File: src/logic/ctls_cfg.svh
`ifndef CTLS_CFG_SVH
`define CTLS_CFG_SVH
// ---------------------------------------------
// Register offsets (byte addresses)
// ---------------------------------------------
`define CTLS_A_CTRL 8'h00
`define CTLS_A_STAT 8'h04
`define CTLS_A_VIOL 8'h08
`define CTLS_A_MAXLEN 8'h0c
`define CTLS_A_DELAY 8'h10
// ---------------------------------------------
// Field positions and reset values
// ---------------------------------------------
`define CTLS_CTRL_EN 0
`define CTLS_CTRL_FRAMED 1
`define CTLS_CTRL_FEN 2
`define CTLS_CTRL_RST 3'h1
`define CTLS_MAXLEN_RST 8'h1d
`define CTLS_V_RXLATE 0
`define CTLS_V_TXLATE 1
`define CTLS_V_OVF 2
`define CTLS_V_DROP 3
// ---------------------------------------------
// Timing
// ---------------------------------------------
`define CTLS_CLK_MHZ 10
`define CTLS_BASE_US 500
`define CTLS_BYTE_US 11
`define CTLS_BASE_CYC (`CTLS_BASE_US * `CTLS_CLK_MHZ)
`define CTLS_BYTE_CYC (`CTLS_BYTE_US * `CTLS_CLK_MHZ)
`endif

File: src/logic/ctls_pkg.sv
package ctls_pkg;
    typedef enum logic [3:0] {
        ADM_DATA = 4'h0,
        ADM_PROTO_A = 4'h1,
        ADM_PROTO_F = 4'h2,
        ADM_GOTO_INIT = 4'h3,
        ADM_GOTO_HALT = 4'h4
    } ctls_admin_e;
    typedef enum logic [2:0] {
        ST_OFF = 3'b000,
        ST_INIT = 3'b001,
        ST_FIRST = 3'b010,
        ST_ACTIVE = 3'b011,
        ST_IDLE = 3'b100,
        ST_HALT = 3'b101
    } ctls_state_e;
endpackage

File: src/logic/ctls_session.sv
`timescale 1ns/1ns
`include "ctls_cfg.svh"
// Overview of operation
// - Go-to-init returns to idle or halt per branch; go-to-halt to halt.
// - After idle or halt, rerun Type A init before forwarding frames.
// - A protocol A or F announcement opens a session, closing any older one.
// - After protocol A announcement, all session frames use Type A alignment.
// - Corrupted or reserved-code frames never stop the running session.
// - Framed receive delay below 500 us plus 11 us per forwarded byte.
// - Chained receive delay measured from previous frame's last I-frame end.
// - Card module acknowledge stalls extend the receive limit.
// - RF acknowledgement starts before related link data finishes; rf_ack_go is only raised in framed mode.
// - Framed transmit delay below 500 us plus 11 us per byte.
// - With acknowledge pending, transmit delay starts at acknowledge end.
// - Waiting extensions and I-frame gaps extend the transmit limit.
// - Each RF block goes whole into exactly one link frame; beats arriving while the link stalls are dropped.
// - Transparent delay runs from last reader pause to link frame end.
// - Oversized RF block is an error; frame is sent with bad CRC.
// - Link transmission may start while RF reception continues.
// - Announce protocol A after each Type A init, nothing during init.
module ctls_session
    import ctls_pkg::*;
#(
    parameter int BASE_CYC = `CTLS_BASE_CYC
) (
    input wire logic sys_clk,
    input wire logic rstn,
    input wire logic [7:0] s_axi_awaddr,
    input wire logic s_axi_awvalid,
    output logic s_axi_awready,
    input wire logic [31:0] s_axi_wdata,
    input wire logic [3:0] s_axi_wstrb,
    input wire logic s_axi_wvalid,
    output logic s_axi_wready,
    output logic [1:0] s_axi_bresp,
    output logic s_axi_bvalid,
    input wire logic s_axi_bready,
    input wire logic [7:0] s_axi_araddr,
    input wire logic s_axi_arvalid,
    output logic s_axi_arready,
    output logic [31:0] s_axi_rdata,
    output logic [1:0] s_axi_rresp,
    output logic s_axi_rvalid,
    input wire logic s_axi_rready,
    input wire logic link_clk,
    input wire logic lnk_rx_valid,
    input wire logic [3:0] lnk_rx_admin,
    input wire logic lnk_rx_crc_ok,
    input wire logic rf_init_done,
    input wire logic rf_sel_halt,
    input wire logic rf_poll_f,
    input wire logic rf_byte_valid,
    input wire logic [7:0] rf_byte,
    input wire logic rf_eof,
    input wire logic rf_ack_req,
    input wire logic rf_ack_wait,
    input wire logic rf_tx_start,
    input wire logic iframe_start,
    input wire logic [7:0] iframe_len,
    input wire logic link_hold,
    output logic rf_reinit,
    output logic rf_ack_go,
    output logic tx_valid,
    input wire logic tx_ready,
    output logic [3:0] tx_admin,
    output logic [7:0] tx_byte,
    output logic tx_last,
    output logic tx_bad_crc,
    output logic tx_aligned,
    input wire logic tx_eof_done
);
    // ---------------------------------------------
    // Registers and state
    // ---------------------------------------------
    ctls_state_e st_q;
    logic [2:0] ctrl_q;
    logic [7:0] maxlen_q;
    logic [3:0] viol_q, viol_set, viol_clr;
    logic [19:0] delay_q;
    logic sel_halt_q, sess_open_q, sess_f_q, aligned_q;
    logic in_frame_q, ovf_q;
    logic [7:0] cnt_q, pend_q;
    logic run_q, chain_q, trun_q, tarm_q;
    logic [19:0] el_q, bud_q, tel_q;
    logic [2:0] lclk_s;
    logic [1:0] lv_s, crc_s;
    logic [3:0] adm_s1, adm_s2;
    logic aw_got_q, w_got_q;
    logic [7:0] aw_q;
    logic [31:0] w_q;
    logic framed, fwd_ok, rx_ev, stall, start_beat, poll_a;
    ctls_admin_e rx_adm;

    function automatic logic [19:0] budget(input logic [7:0] n);
        budget = 20'(BASE_CYC) + 20'(`CTLS_BYTE_CYC) * {12'h0, n};
    endfunction

    assign framed = ctrl_q[`CTLS_CTRL_FRAMED];
    assign fwd_ok = (st_q == ST_FIRST) || (st_q == ST_ACTIVE);
    assign stall = tx_valid && !tx_ready;
    assign start_beat = rf_byte_valid && fwd_ok && !in_frame_q;
    assign poll_a = !(rf_poll_f && ctrl_q[`CTLS_CTRL_FEN]);

    // ---------------------------------------------
    // Link side: clock edge found by sampling
    // ---------------------------------------------
    // Partner holds frame info over a link period, so edge sampling is safe
    always_ff @(posedge sys_clk) begin
        if (!rstn) begin
            lclk_s <= 3'h0;
            lv_s <= 2'h0;
            crc_s <= 2'h0;
            adm_s1 <= 4'h0;
            adm_s2 <= 4'h0;
        end else begin
            lclk_s <= {lclk_s[1:0], link_clk};
            lv_s <= {lv_s[0], lnk_rx_valid};
            crc_s <= {crc_s[0], lnk_rx_crc_ok};
            adm_s1 <= lnk_rx_admin;
            adm_s2 <= adm_s1;
        end
    end
    assign rx_ev = lclk_s[1] && !lclk_s[2] && lv_s[1];
    assign rx_adm = ctls_admin_e'(adm_s2);

    // ---------------------------------------------
    // Session state machine
    // ---------------------------------------------
    always_ff @(posedge sys_clk) begin
        if (!rstn) begin
            st_q <= ST_OFF;
            sel_halt_q <= 1'b0;
        end else if (!ctrl_q[`CTLS_CTRL_EN]) begin
            st_q <= ST_OFF;
        end else begin
            case (st_q)
                ST_OFF: st_q <= ST_INIT;
                ST_INIT, ST_IDLE, ST_HALT: begin
                    if (rf_init_done) begin
                        st_q <= ST_FIRST;
                        sel_halt_q <= rf_sel_halt;
                    end
                end
                ST_FIRST, ST_ACTIVE: begin
                    // Bad CRC or reserved codes fall through: session kept
                    if (rx_ev && crc_s[1] && sess_open_q) begin
                        if (rx_adm == ADM_GOTO_HALT) begin
                            st_q <= ST_HALT;
                        end else if (rx_adm == ADM_GOTO_INIT) begin
                            st_q <= sel_halt_q ? ST_HALT : ST_IDLE;
                        end else if (st_q == ST_FIRST && rf_eof) begin
                            st_q <= ST_ACTIVE;
                        end
                    end else if (st_q == ST_FIRST && rf_eof &&
                                 in_frame_q) begin
                        st_q <= ST_ACTIVE;
                    end
                end
                default: st_q <= ST_OFF;
            endcase
        end
    end
    // Init is requested again on every return to idle or halt
    assign rf_reinit = (st_q == ST_IDLE) || (st_q == ST_HALT);

    // ---------------------------------------------
    // Session record
    // ---------------------------------------------
    always_ff @(posedge sys_clk) begin
        if (!rstn || st_q == ST_OFF) begin
            sess_open_q <= 1'b0;
            sess_f_q <= 1'b0;
            aligned_q <= 1'b0;
        end else if (start_beat && !stall &&
                     (st_q == ST_FIRST || !poll_a)) begin
            sess_open_q <= 1'b1;
            sess_f_q <= !poll_a;
            aligned_q <= poll_a;
        end
    end

    // ---------------------------------------------
    // Frame forwarding, pipelined byte by byte
    // ---------------------------------------------
    // No buffer: a beat arriving while the link stalls is dropped
    always_ff @(posedge sys_clk) begin
        if (!rstn) begin
            tx_valid <= 1'b0;
            tx_admin <= ADM_DATA;
            tx_byte <= 8'h00;
            tx_last <= 1'b0;
            tx_bad_crc <= 1'b0;
            tx_aligned <= 1'b0;
            in_frame_q <= 1'b0;
            ovf_q <= 1'b0;
            cnt_q <= 8'h00;
        end else if (!stall) begin
            tx_valid <= 1'b0;
            tx_last <= 1'b0;
            if (rf_eof && in_frame_q) begin
                tx_valid <= 1'b1;
                tx_last <= 1'b1;
                tx_bad_crc <= ovf_q;
                in_frame_q <= 1'b0;
            end else if (rf_byte_valid && (in_frame_q || fwd_ok)) begin
                if (!in_frame_q) begin
                    tx_admin <= (st_q == ST_FIRST && poll_a) ? ADM_PROTO_A :
                                (poll_a ? ADM_DATA : ADM_PROTO_F);
                    tx_aligned <= poll_a && (st_q == ST_FIRST ||
                                  aligned_q);
                    ovf_q <= 1'b0;
                    cnt_q <= 8'h01;
                    in_frame_q <= 1'b1;
                    tx_bad_crc <= 1'b0;
                    tx_valid <= 1'b1;
                    tx_byte <= rf_byte;
                end else if (cnt_q >= maxlen_q) begin
                    ovf_q <= 1'b1;
                end else begin
                    cnt_q <= cnt_q + 8'h01;
                    tx_valid <= 1'b1;
                    tx_byte <= rf_byte;
                end
            end
        end
    end
    assign rf_ack_go = rf_ack_req && framed;

    // ---------------------------------------------
    // Receive delay timer
    // ---------------------------------------------
    always_ff @(posedge sys_clk) begin
        if (!rstn) begin
            run_q <= 1'b0;
            chain_q <= 1'b0;
            el_q <= 20'h0;
            bud_q <= 20'h0;
            pend_q <= 8'h00;
            delay_q <= 20'h0;
        end else begin
            if (run_q && !link_hold && el_q != 20'hfffff) begin
                el_q <= el_q + 20'h1;
            end
            if (run_q && tx_eof_done) begin
                delay_q <= el_q;
                if (chain_q) begin
                    el_q <= 20'h0;
                    bud_q <= budget(pend_q);
                    chain_q <= 1'b0;
                end else begin
                    run_q <= 1'b0;
                end
            end else if (rf_eof && in_frame_q) begin
                if (run_q) begin
                    chain_q <= 1'b1;
                    pend_q <= cnt_q;
                end else begin
                    run_q <= 1'b1;
                    el_q <= 20'h0;
                    bud_q <= budget(cnt_q);
                end
            end
        end
    end

    // ---------------------------------------------
    // Transmit delay timer
    // ---------------------------------------------
    always_ff @(posedge sys_clk) begin
        if (!rstn) begin
            trun_q <= 1'b0;
            tarm_q <= 1'b0;
            tel_q <= 20'h0;
        end else begin
            if (trun_q && !link_hold && tel_q != 20'hfffff) begin
                tel_q <= tel_q + 20'h1;
            end
            if (rf_tx_start) begin
                trun_q <= 1'b0;
                tarm_q <= 1'b0;
            end else if (iframe_start && rf_ack_wait) begin
                tarm_q <= 1'b1;
            end else if ((iframe_start || tarm_q) && !rf_ack_wait) begin
                trun_q <= 1'b1;
                tarm_q <= 1'b0;
                tel_q <= 20'h0;
            end
        end
    end

    // ---------------------------------------------
    // Violation flags, set wins over clear
    // ---------------------------------------------
    always_comb begin
        viol_set = 4'h0;
        viol_set[`CTLS_V_RXLATE] = framed && run_q && tx_eof_done &&
                                   el_q >= bud_q;
        viol_set[`CTLS_V_TXLATE] = framed && trun_q && rf_tx_start &&
                                   tel_q >= budget(iframe_len);
        viol_set[`CTLS_V_OVF] = rf_byte_valid && in_frame_q && !stall &&
                                cnt_q >= maxlen_q;
        viol_set[`CTLS_V_DROP] = stall && (rf_byte_valid || rf_eof);
    end

    // ---------------------------------------------
    // AXI4-Lite slave
    // ---------------------------------------------
    assign s_axi_awready = !aw_got_q && !s_axi_bvalid;
    assign s_axi_wready = !w_got_q && !s_axi_bvalid;
    assign s_axi_arready = !s_axi_rvalid;
    assign viol_clr = (aw_got_q && w_got_q && aw_q == `CTLS_A_VIOL &&
                       w_q[31] == 1'b0) ? w_q[3:0] : 4'h0;

    // Address and data may arrive in either order
    always_ff @(posedge sys_clk) begin
        if (!rstn) begin
            aw_got_q <= 1'b0;
            w_got_q <= 1'b0;
            aw_q <= 8'h00;
            w_q <= 32'h0;
            s_axi_bvalid <= 1'b0;
            s_axi_bresp <= 2'h0;
            ctrl_q <= `CTLS_CTRL_RST;
            maxlen_q <= `CTLS_MAXLEN_RST;
            viol_q <= 4'h0;
        end else begin
            viol_q <= (viol_q & ~viol_clr) | viol_set;
            if (s_axi_awvalid && s_axi_awready) begin
                aw_got_q <= 1'b1;
                aw_q <= s_axi_awaddr;
            end
            if (s_axi_wvalid && s_axi_wready) begin
                w_got_q <= 1'b1;
                w_q <= {1'b0, s_axi_wdata[30:0] &
                        {{27{1'b0}}, {4{s_axi_wstrb[0]}}}};
                w_q[7:4] <= s_axi_wstrb[0] ? s_axi_wdata[7:4] : 4'h0;
            end
            if (aw_got_q && w_got_q) begin
                aw_got_q <= 1'b0;
                w_got_q <= 1'b0;
                s_axi_bvalid <= 1'b1;
                s_axi_bresp <= 2'h0;
                case (aw_q)
                    `CTLS_A_CTRL: ctrl_q <= w_q[2:0];
                    `CTLS_A_MAXLEN: maxlen_q <= w_q[7:0];
                    `CTLS_A_VIOL, `CTLS_A_STAT, `CTLS_A_DELAY: ;
                    default: s_axi_bresp <= 2'h2;
                endcase
            end else if (s_axi_bvalid && s_axi_bready) begin
                s_axi_bvalid <= 1'b0;
            end
        end
    end

    // Read data is registered; unmapped reads answer SLVERR with zero
    always_ff @(posedge sys_clk) begin
        if (!rstn) begin
            s_axi_rvalid <= 1'b0;
            s_axi_rdata <= 32'h0;
            s_axi_rresp <= 2'h0;
        end else if (s_axi_arvalid && s_axi_arready) begin
            s_axi_rvalid <= 1'b1;
            s_axi_rresp <= 2'h0;
            case (s_axi_araddr)
                `CTLS_A_CTRL: s_axi_rdata <= {29'h0, ctrl_q};
                `CTLS_A_STAT: s_axi_rdata <= {24'h0, sel_halt_q,
                    aligned_q, sess_f_q, sess_open_q, 1'b0, st_q};
                `CTLS_A_VIOL: s_axi_rdata <= {28'h0, viol_q};
                `CTLS_A_MAXLEN: s_axi_rdata <= {24'h0, maxlen_q};
                `CTLS_A_DELAY: s_axi_rdata <= {12'h0, delay_q};
                default: begin
                    s_axi_rdata <= 32'h0;
                    s_axi_rresp <= 2'h2;
                end
            endcase
        end else if (s_axi_rvalid && s_axi_rready) begin
            s_axi_rvalid <= 1'b0;
        end
    end
endmodule

File: config.mk
export PLATFORM = sky130hd
export DESIGN_NAME = ctls_session
export DESIGN_NICKNAME = d
export VERILOG_FILES = /design/src/logic/ctls_pkg.sv /design/src/logic/ctls_session.sv
export VERILOG_INCLUDE_DIRS = /design/src /design/src/logic
export SDC_FILE = /design/constraint.sdc
export NUM_CORES = 1
export LEC_CHECK = 0
export ABC_AREA = 1
export BUFFER_PORTS_ARGS = -buffer_cell sky130_fd_sc_hd__clkbuf_2
export CAP_MARGIN = 15
export CORE_AREA = 5 5 189 136
export CTS_BUF_LIST = sky130_fd_sc_hd__clkbuf_16
export CTS_CLUSTER_DIAMETER = 120
export DETAILED_ROUTE_END_ITERATION = 7
export DIE_AREA = 0 0 194 141
export PLACE_DENSITY = 0.77
export REMOVE_ABC_BUFFERS = 1
export SLEW_MARGIN = 20
export SYNTH_ARGS = -nofsm -noshare
export SYNTH_HDL_FRONTEND = slang
export SYNTH_SLANG_ARGS = --single-unit
File: constraint.sdc
create_clock -name sys_clk -period 4.2 [get_ports sys_clk]
set_clock_uncertainty 0.2 [all_clocks]
set_input_delay 0.42 -clock sys_clk [delete_from_list [all_inputs] [get_ports sys_clk]]
set_output_delay 0.42 -clock sys_clk [all_outputs]
set_load 0.01 [all_outputs]
Word-level counts from Yosys, hierarchy flattened
Cells that the tools add are included.

Word-level logic and storage cells: 234. Bits in registers: 211. Output and inout bits: 59. Input bits: 94.

Equality and inequality tests: 26. Muxes and demuxes: 53. Reductions and logical operators: 93. Add/subtract/negate cells: 6. Bitwise logic cells: 10. Multiply operators: 3. Order comparisons: 3.

Operators by type and width (count): 20-bit two-way mux (13); 20-bit case mux with 5 select lines (1); 13-bit by 15-bit adder with 16-bit output (first input constant) (3); 1-bit logical AND (43); 6-bit by 8-bit multiplier with 14-bit output (first input constant) (3); 20-bit by 1-bit adder with 20-bit output (second input constant) (2); 20-bit inequality test (second input constant) (2); 8-bit by 4-bit equality test with 1-bit output (second input constant) (4); 8-bit two-way mux (4); 1-bit two-way mux (22); 20-bit by 16-bit greater-or-equal comparator with 1-bit output (1); 20-bit greater-or-equal comparator (1); 3-bit two-way mux (6); 8-bit by 3-bit equality test with 1-bit output (second input constant) (2); 8-bit by 5-bit equality test with 1-bit output (second input constant) (2); 8-bit logical NOT (2); 3-bit AND reduction (5); 2-bit AND reduction (7); 1-bit logical NOT (12); 4-bit AND reduction (3); 2-bit nonzero test (5); 5-bit OR reduction (2); 3-bit case mux with 3 select lines (1); 8-bit by 1-bit adder with 8-bit output (second input constant) (1); 20 further kinds (47).

Depth between registers and ports, before layout
Gate-level depths: netlist (run 1).

Word-level depth: 7. Gate-level depth with buffers: 26. Depth with buffers taken out: 26.

Worst setup path after synthesis (run 1)
Ideal clock, no wire load.

Path type: in2reg. Start: input port iframe_len[5]. End: register viol_q[1]. Buffers on the path: 0. Stages: 20. Data arrival time: 4113 ps. Data required time: 3868 ps. Slack: -246 ps. Cell sequence: fa_1 fa_1 inv_1 fa_1 inv_1 ha_1 nand2_1 o21ai_0 a21oi_1 o21ai_0 xnor2_1 nand2_1 xnor2_1 ha_1 a21oi_1 o21ai_0 nor4_1 nand2_1 nand2_1 a21oi_1.

Longest elaborated chain between the ends: 5.

Ends and longest elaborated chain: start, declared (line ctls_session.sv:59) `input wire logic [7:0] iframe_len,`; 6-bit by 8-bit multiplier with 14-bit output (line ctls_session.sv:95) `` budget = 20'(BASE_CYC) + 20'(`CTLS_BYTE_CYC) * {12'h0, n}; ``; 13-bit by 15-bit adder with 16-bit output (line ctls_session.sv:95); 20-bit by 16-bit greater-or-equal comparator with 1-bit output (line ctls_session.sv:299) `tel_q >= budget(iframe_len);`; 1-bit logical AND (line ctls_session.sv:298) `` viol_set[`CTLS_V_TXLATE] = framed && trun_q && rf_tx_start && ``; 4-bit OR (line ctls_session.sv:327) `viol_q <= (viol_q & ~viol_clr) | viol_set;`; end signal, assigned (line ctls_session.sv:327); end, declared (line ctls_session.sv:78) `logic [3:0] viol_q, viol_set, viol_clr;`.

Every way passes these cells. A chain may end at the register's enable or synchronous reset.

Final worst setup path (run 1)
Same ends and word-level chain as after synthesis.

==> results of run 1 <==
-- how the worst max path moves through the flow --
stage,from,slack [ns],to,depth (start not counted)
final,iframe_len[5],-0.02,viol_q[1]$_SDFF_PN0_,23
after global routing,iframe_len[7],-0.28,viol_q[1]$_SDFF_PN0_,22
after CTS,iframe_len[5],0.001,viol_q[1]$_SDFF_PN0_,23
after detailed placement,iframe_len[4],-0.59,viol_q[1]$_SDFF_PN0_,21
after global placement,iframe_len[5],-0.46,viol_q[1]$_SDFF_PN0_,21
after floorplan,iframe_len[5],-0.25,viol_q[1]$_SDFF_PN0_,20
-- kinds of logic after synthesis --
kind of cell / count (synthesis) / synth area share (%)
xor gates and xnor gates: 52 / 3.632
buffers and inverters: 326 / 10.49
other: 1 / 0.02991
adders and majority gates: 174 / 20.18
AOI/OAI and AO/OA: 306 / 13.66
DFF: 190 / 30.34
and+or+nand+nor: 619 / 21.67
-- per-layer routing --
metal	global-route usage, %	vias to the layer above	wire [um]
li1	-	5705	-
met1	33.95	5201	15380
met2	34.44	421	13480
met3	5.208	47	2611
met4	5.806	2	578
met5	0	-	13
-- stage by stage --
step / TNS, ns / hold WS, ns
after global placement: -0.4642 / 0.1918
after floorplan: -0.2549 / 0.1900
after global routing: -0.4388 / 0.02627
final: -0.02254 / 0.02409
after detailed placement: -0.5919 / 0.1984
after CTS: 0 / 0.01136
-- worst reg2reg max path, cell delays in order, from the launching register on --
cell	delay, ns
dfxtp_2	0.43
inv_1	0.10
buf_4	0.15
ha_1	0.31
fa_1	0.48
inv_1	0.06
fa_1	0.49
ha_1	0.38
a21oi_1	0.24
nand3_2	0.16
a21oi_2	0.18
inv_1	0.05
nand2_1	0.05
nand3_1	0.14
nand2_2	0.15
nand2_2	0.08
nand3_1	0.07
nand2_1	0.05
nor2_1	0.09
nor2_1	0.05
-- what timing repair did --
item,4_1_cts,5_1_grt
setup endpoints to repair,1,7
buffers inserted,1,1
hold endpoints to repair,9,0
resized for setup,6,54
hold buffers,10,0
pin swaps,1,26
-- layout by cell type, fill, tap and decap left out, types with 10 or more instances in the layout --
cell type	instances
xor2_1	29
dfxtp_1	183
ha_1	119
nand2_1	264
nand4_1	24
a211oi_1	21
inv_1	263
o21ai_0	103
xnor2_1	19
buf_4	49
clkbuf_2	106
nand3_1	69
nor2_2	11
dlygate4sd3_1	10
conb_1	16
nor3_1	23
clkbuf_16	17
nand2_2	17
fa_1	46
nor2_1	173
a21oi_1	116
-- report_power, final --
group / internal (W) / switching, W
sequential: 0.00191 / 0.0000805
clock: 0.000764 / 0.000756
combinational: 0.000902 / 0.00114
total: 0.00358 / 0.00197
-- state kept, by name (all words and copies together) (netlist names), 2 cells and up --
| signal | flops |
|---|---|
| lclk_s | 3 |
| adm_s2 | 4 |
| crc_s | 2 |
| ctrl_q | 3 |
| viol_q | 4 |
| cnt_q | 8 |
| tx_byte | 8 |
| tel_q | 20 |
| w_q | 8 |
| adm_s1 | 4 |
| st_q | 3 |
| aw_q | 8 |
| bud_q | 15 |
| tx_admin | 2 |
| pend_q | 8 |
| delay_q | 20 |
| lv_s | 2 |
| el_q | 20 |
| s_axi_rdata | 20 |
| maxlen_q | 8 |
-- final cells by class --
cell class,instances,area (sq um),area share [%]
multi-input combinational,1167,7671,52.90
sequential,190,3812,26.29
timing repair buffer,168,1036,7.145
inverter,273,1030,7.102
clock buffer,17,425.4,2.934
tap,325,406.6,2.804
clock inverter,15,118.9,0.8197
==> metrics.txt, run 1 <==
dpl ws -0.5919 ns; R2R depth 19; Slew Viols, Final 0; synthesized area 0.01254 sq mm; CTS tree built; Tot Pwr 0.005549 W; Max Buffers Root-to-Sink 2; Placed Area 0.01361 sq mm; hold path endpoint trun_q$_SDFFE_PP0P_; number of synthesized flops with an enable pin 0; Via Count 11380; average size of a mapped cell 7.517 sq um; Yosys Warn Count 0; fraction of layout cells with a size suffix above 1 15.14%; status finished with violations; number of antenna diodes 0; # DRC 0; Worst R2R Start cnt_q[6]$_SDFFE_PN0P_; Final Non-Filler Cells 2155; final core utilization 60.51%; most numerous cell in the Yosys netlist nand2_1; fillers 2097; Fmax 0.2368 GHz; commonest cells in the netlist nand2_1 (270), inv_1 (263), dfxtp_1 (190); Final Hold Vio Count 0; CTS H-tree lvls 4; Worst Setup Path Type in2reg; Num CTS Buffers 17; worst-path fanout max 4; Placed Instances 2111; reg-to-reg slack, setup 0.18 ns; latest clock arrival within the worst-skew pair 0.45 ns; critical path arrival 4.35 ns; Starting DRT DRC Count 830; Netlist cell types 56; Worst Hold Depth 2; Starting Density 52.32%; async set-or-reset flop fraction in the synthesized netlist 0%; capturing point of the worst reg2reg path bud_q[14]$_SDFFE_PN0P_; CP most frequent cell nand2_1; Die Y 141 um; IO Pins 153; critical path's slowest cell fa_1; top cell type's share of synthesized area 30.34%; RSZ-0062 raised after global routing yes; Placer Congestion 0.9170; die area 0.02735 sq mm; Tightest Hold Check Type in2reg; Leakage Power 7.031 nW; Row Count 48; worst-margin pin slew 0.9313 ns; DP Wirelength 24280 um; Worst setup SP type input port; Sinks on Clock Net 190; WL per Instance 14.88 um; vias in the first global route 10700; Cell Chain, Critical Path clkbuf_2 > buf_4 > ha_4 > fa_1 > inv_1 > fa_1 > inv_1 > ha_1 > a21oi_1 > o21a_1 > nand2_1 > nand2_2 > nand2_2 > a21oi_4 > xnor2_2 > nand3b_1 > ha_1 > a21oi_1 > o21ai_1 > nor4_1 > nand2_1 > nand2_1 > a21oi_2; Critical Path End Type flip-flop; critical path's top delay family adder cells; Seq/Total Area, Yosys 30.34%; Setup WS post-layout -0.02254 ns; largest area contributor in the netlist dfxtp_1; Congestion Overflow GR 0; post-route cell area 0.01450 sq mm; Detail Route Antenna Nets 0; Hold Path Origin rf_tx_start; fin crit share 100.5%; Horiz. Die Dim 194 um; clk root buf clkbuf_16; failing checks setup timing; fin crit period 4.223 ns; Max-slew headroom 37.85%; Area Overhead vs Synth 15.65%; worst path buffer plus inverter count 4; critical path's largest stage delay 0.49 ns; Pre-Repair DR Iteration Count 6; largest net degree at the start of global routing 97; PwrDens 382.7 mW/mm^2; VDD IR max 0.0002901 V; Synth Instances 1668; dominant synthesized flop cell dfxtp_1; layout net count 2085; Yosys reg bits 190; Buffers on Ports 109; antenna violations before repair 1; Final setup viols 1; Core Area 0.02396 sq mm; first-pass GRT wire length 52760 um; GRT Util Overall 23.07%; Clock transition at path regs 0.07 ns; maxcap violations 0; synth top area cells dfxtp_1 (30%), ha_1 (13%), nand2_1 (8.1%); routed wire length 32070 um; Worst EP required 4.32 ns; vias per cell 5.279
Note: power is estimated with default switching activity, not from simulation.
==> inputs of run 2 (changes only) <==
--- a/config.mk
+++ b/config.mk
@@ -16,6 +16,7 @@
 export DIE_AREA = 0 0 194 141
 export PLACE_DENSITY = 0.77
 export REMOVE_ABC_BUFFERS = 1
+export SKIP_CTS_REPAIR_TIMING = 1
 export SLEW_MARGIN = 20
 export SYNTH_ARGS = -nofsm -noshare
 export SYNTH_HDL_FRONTEND = slang
==> run 2 against run 1 <==
The run still ends with setup timing left. Combinational power about the same. Largest power group unchanged. Wire length is 0.58% lower. Die area unchanged. Utilization is 0.11 points lower. Global-route usage fell by 0.13 points. Fmax shrank 0.96%. Clock power about the same. Final area down 0.18%. Register-to-register slack hardly changed. Count of clock-buffer cells in the layout is the same. Setup slack worse by 0.041 ns.
==> metrics.txt, run 2 (synthesized netlist as in run 1, its figures left out) <==
status finished with violations; failing checks setup timing; Starting Density 52.32% (unchanged); Clock power frac 27.3% (about the same); clk root buf clkbuf_16; Congestion Overflow GR 0 (unchanged); Core Area 0.02396 sq mm (unchanged); RSZ-0062 raised after global routing yes; # DRC 0 (unchanged); Pre-Repair DR Iteration Count 6 (unchanged); DP Wirelength 24280 um (unchanged); antenna violations before repair 1 (unchanged); reg-to-reg slack, setup 0.18 ns (about the same); Setup WS post-layout -0.06338 ns (-0.04083 ns); cell depth of the worst setup path 22 (-4.3%); WL per Instance 14.80 um (-0.54%); Clock transition at path regs 0.07 ns (about the same); Combinational Power Share 37.1% (+0.3 points); Final Hold Vio Count 0 (unchanged); VDD IR max 0.0002901 V (about the same); Starting DRT DRC Count 809 (-2.5%); Flop pwr share 35.6% (-0.2 points); Placer Congestion 0.9170 (unchanged); routed wire length 31880 um (-0.58%); Final Non-Filler Cells 2154 (-0.046%); GRT Util Overall 22.94% (-0.13 points); die area 0.02735 sq mm (unchanged); critical path's slowest cell fa_1; worst path buffer plus inverter count 3 (-1); PwrDens 385.9 mW/mm^2 (+0.84%); Worst EP required 4.33 ns (about the same); fillers 2100 (+0.14%); R2R depth 20 (+1); capturing point of the worst reg2reg path bud_q[15]$_SDFFE_PN0P_; Worst R2R Start cnt_q[5]$_SDFFE_PN0P_; Sinks on Clock Net 190 (unchanged); fraction of layout cells with a size suffix above 1 15.14% (about the same); Critical Path End Type flip-flop; Max-slew headroom 37.54% (-0.31 points); commonest non-fill, non-tap cells in the layout nand2_1 (264), inv_1 (263), dfxtp_1 (183); Buffers on Ports 109 (unchanged); Final setup viols 1 (unchanged); Die Y 141 um (unchanged); vias in the first global route 10650 (-0.46%); Placed Instances 2111 (unchanged); Worst setup SP type input port; critical path's largest stage delay 0.53 ns (+0.04 ns); CP most frequent cell nand2_1; commonest non-fill, non-tap cell in the layout nand2_1; CTS tree built; Setup crit start iframe_len[7]; fin crit period 4.263 ns (+0.04083 ns); maxcap violations 0 (unchanged); Hold Path Origin s_axi_bready; first-pass GRT wire length 52450 um (-0.60%); fin crit share 101.5% (+0.97 points); Detail Route Antenna Nets 0 (unchanged); critical path's top delay family adder cells; critical path endpoint viol_q[1]$_SDFF_PN0_; critical path arrival 4.39 ns (+0.04 ns); Fmax 0.2346 GHz (-0.96%); Via Count 11400 (+0.20%); Cell Chain, Critical Path buf_8 > fa_1 > fa_1 > inv_1 > fa_1 > inv_2 > ha_4 > nand2_1 > o21ai_2 > a21oi_2 > xor2_1 > nor2_1 > nand2_1 > nand2_1 > xnor2_1 > ha_1 > a21oi_1 > o21ai_1 > nor4_1 > nand2_1 > nand2_1 > a21oi_2; layout net count 2084 (-0.048%); Slew Viols, Final 0 (unchanged); worst-margin pin slew 0.9358 ns (+0.004586 ns); Num CTS Buffers 17 (unchanged); worst-path fanout max 3 (-1); number of antenna diodes 0 (unchanged); Row Count 48 (unchanged); vias per cell 5.292 (+0.25%); largest net degree at the start of global routing 97 (unchanged); Horiz. Die Dim 194 um (unchanged); CTS H-tree lvls 4 (unchanged); IO Pins 153 (unchanged); Tightest Hold Check Type in2reg; latest clock arrival within the worst-skew pair 0.45 ns (about the same); Psw 0.001987 W (+0.65%); setup_tns -0.06338 ns (-0.04083 ns); Sw Ratio 35.57% (about the same); Leakage Power 7.023 nW (-0.11%); Max Buffers Root-to-Sink 2 (unchanged); Worst Setup Path Type in2reg; worst hold slack 0.009545 ns (-0.01455 ns); Int Power 0.003599 W (+0.66%); Area Overhead vs Synth 15.44%
-- run 2: metrics by stage --
stage	power, W	area [sq um]	utilization (%)	setup WS (ns)
after floorplan	0.003173	12310	-	-0.2549
after global placement	0.003759	13610	56.81	-0.4642
after detailed placement	0.003850	13610	56.81	-0.5919
after CTS	0.005362	14160	59.09	-0.1053
after global routing	0.005949	14470	60.40	-0.3480
final	0.005585	14470	60.40	-0.06338
-- run 2: per-layer routing --
layer  vias to the layer above  track usage [%]  part of all wire [%]
li1                       5704                -                     -
met1                      5250            33.83                    48
met2                       391            33.94                    42
met3                        52            5.351                   8.0
met4                         2            5.917                   1.8
met5                         -                0                 0.060
-- run 2: final cells by class --
type                       count  area, sq um  share of cell area, %
inverter                     273         1030                  7.114
clock buffer                  17        425.4                  2.939
tap                          325        406.6                  2.809
multi-input combinational   1167         7660                  52.92
clock inverter                15        118.9                 0.8212
timing repair buffer         167         1021                  7.054
sequential                   190         3812                  26.34
-- run 2: worst min-delay path by stage --
| stage | slack, ns | to | cells past startpoint |
|---|---|---|---|
| 5_1_grt | 0.003 | s_axi_bvalid$_SDFFE_PN0P_ | 4 |
| 6_report | 0.01 | s_axi_bvalid$_SDFFE_PN0P_ | 4 |
| 4_1_cts | -0.06 | adm_s1[2]$_SDFF_PN0_ | 3 |
| 3_5_place_dp | 0.20 | lv_s[1]$_SDFF_PN0_ | 2 |
| 3_3_place_gp | 0.19 | lv_s[1]$_SDFF_PN0_ | 2 |
| 2_1_floorplan | 0.19 | adm_s2[0]$_SDFF_PN0_ | 2 |
-- run 2: worst register-to-register path, delay by kind of cell (launching register included) --
| kind | cells | cell delay [ns] |
|---|---|---|
| simple gates | 11 | 1.08 |
| flops | 1 | 0.33 |
| compound gates | 1 | 0.08 |
| buf+inv | 4 | 0.33 |
| fa+ha+maj | 4 | 1.84 |
-- run 2: power groups by stage --
| stage | sequential (W) | combinational (W) | clock, W |
|---|---|---|---|
| 3_5_place_dp | 0.00203 | 0.00182 | 0 |
| 2_1_floorplan | 0.00202 | 0.00115 | 0 |
| 6_report | 0.00199 | 0.00207 | 0.00152 |
| 3_3_place_gp | 0.00202 | 0.00174 | 0 |
| 5_1_grt | 0.00200 | 0.00232 | 0.00163 |
| 4_1_cts | 0.00199 | 0.00184 | 0.00154 |
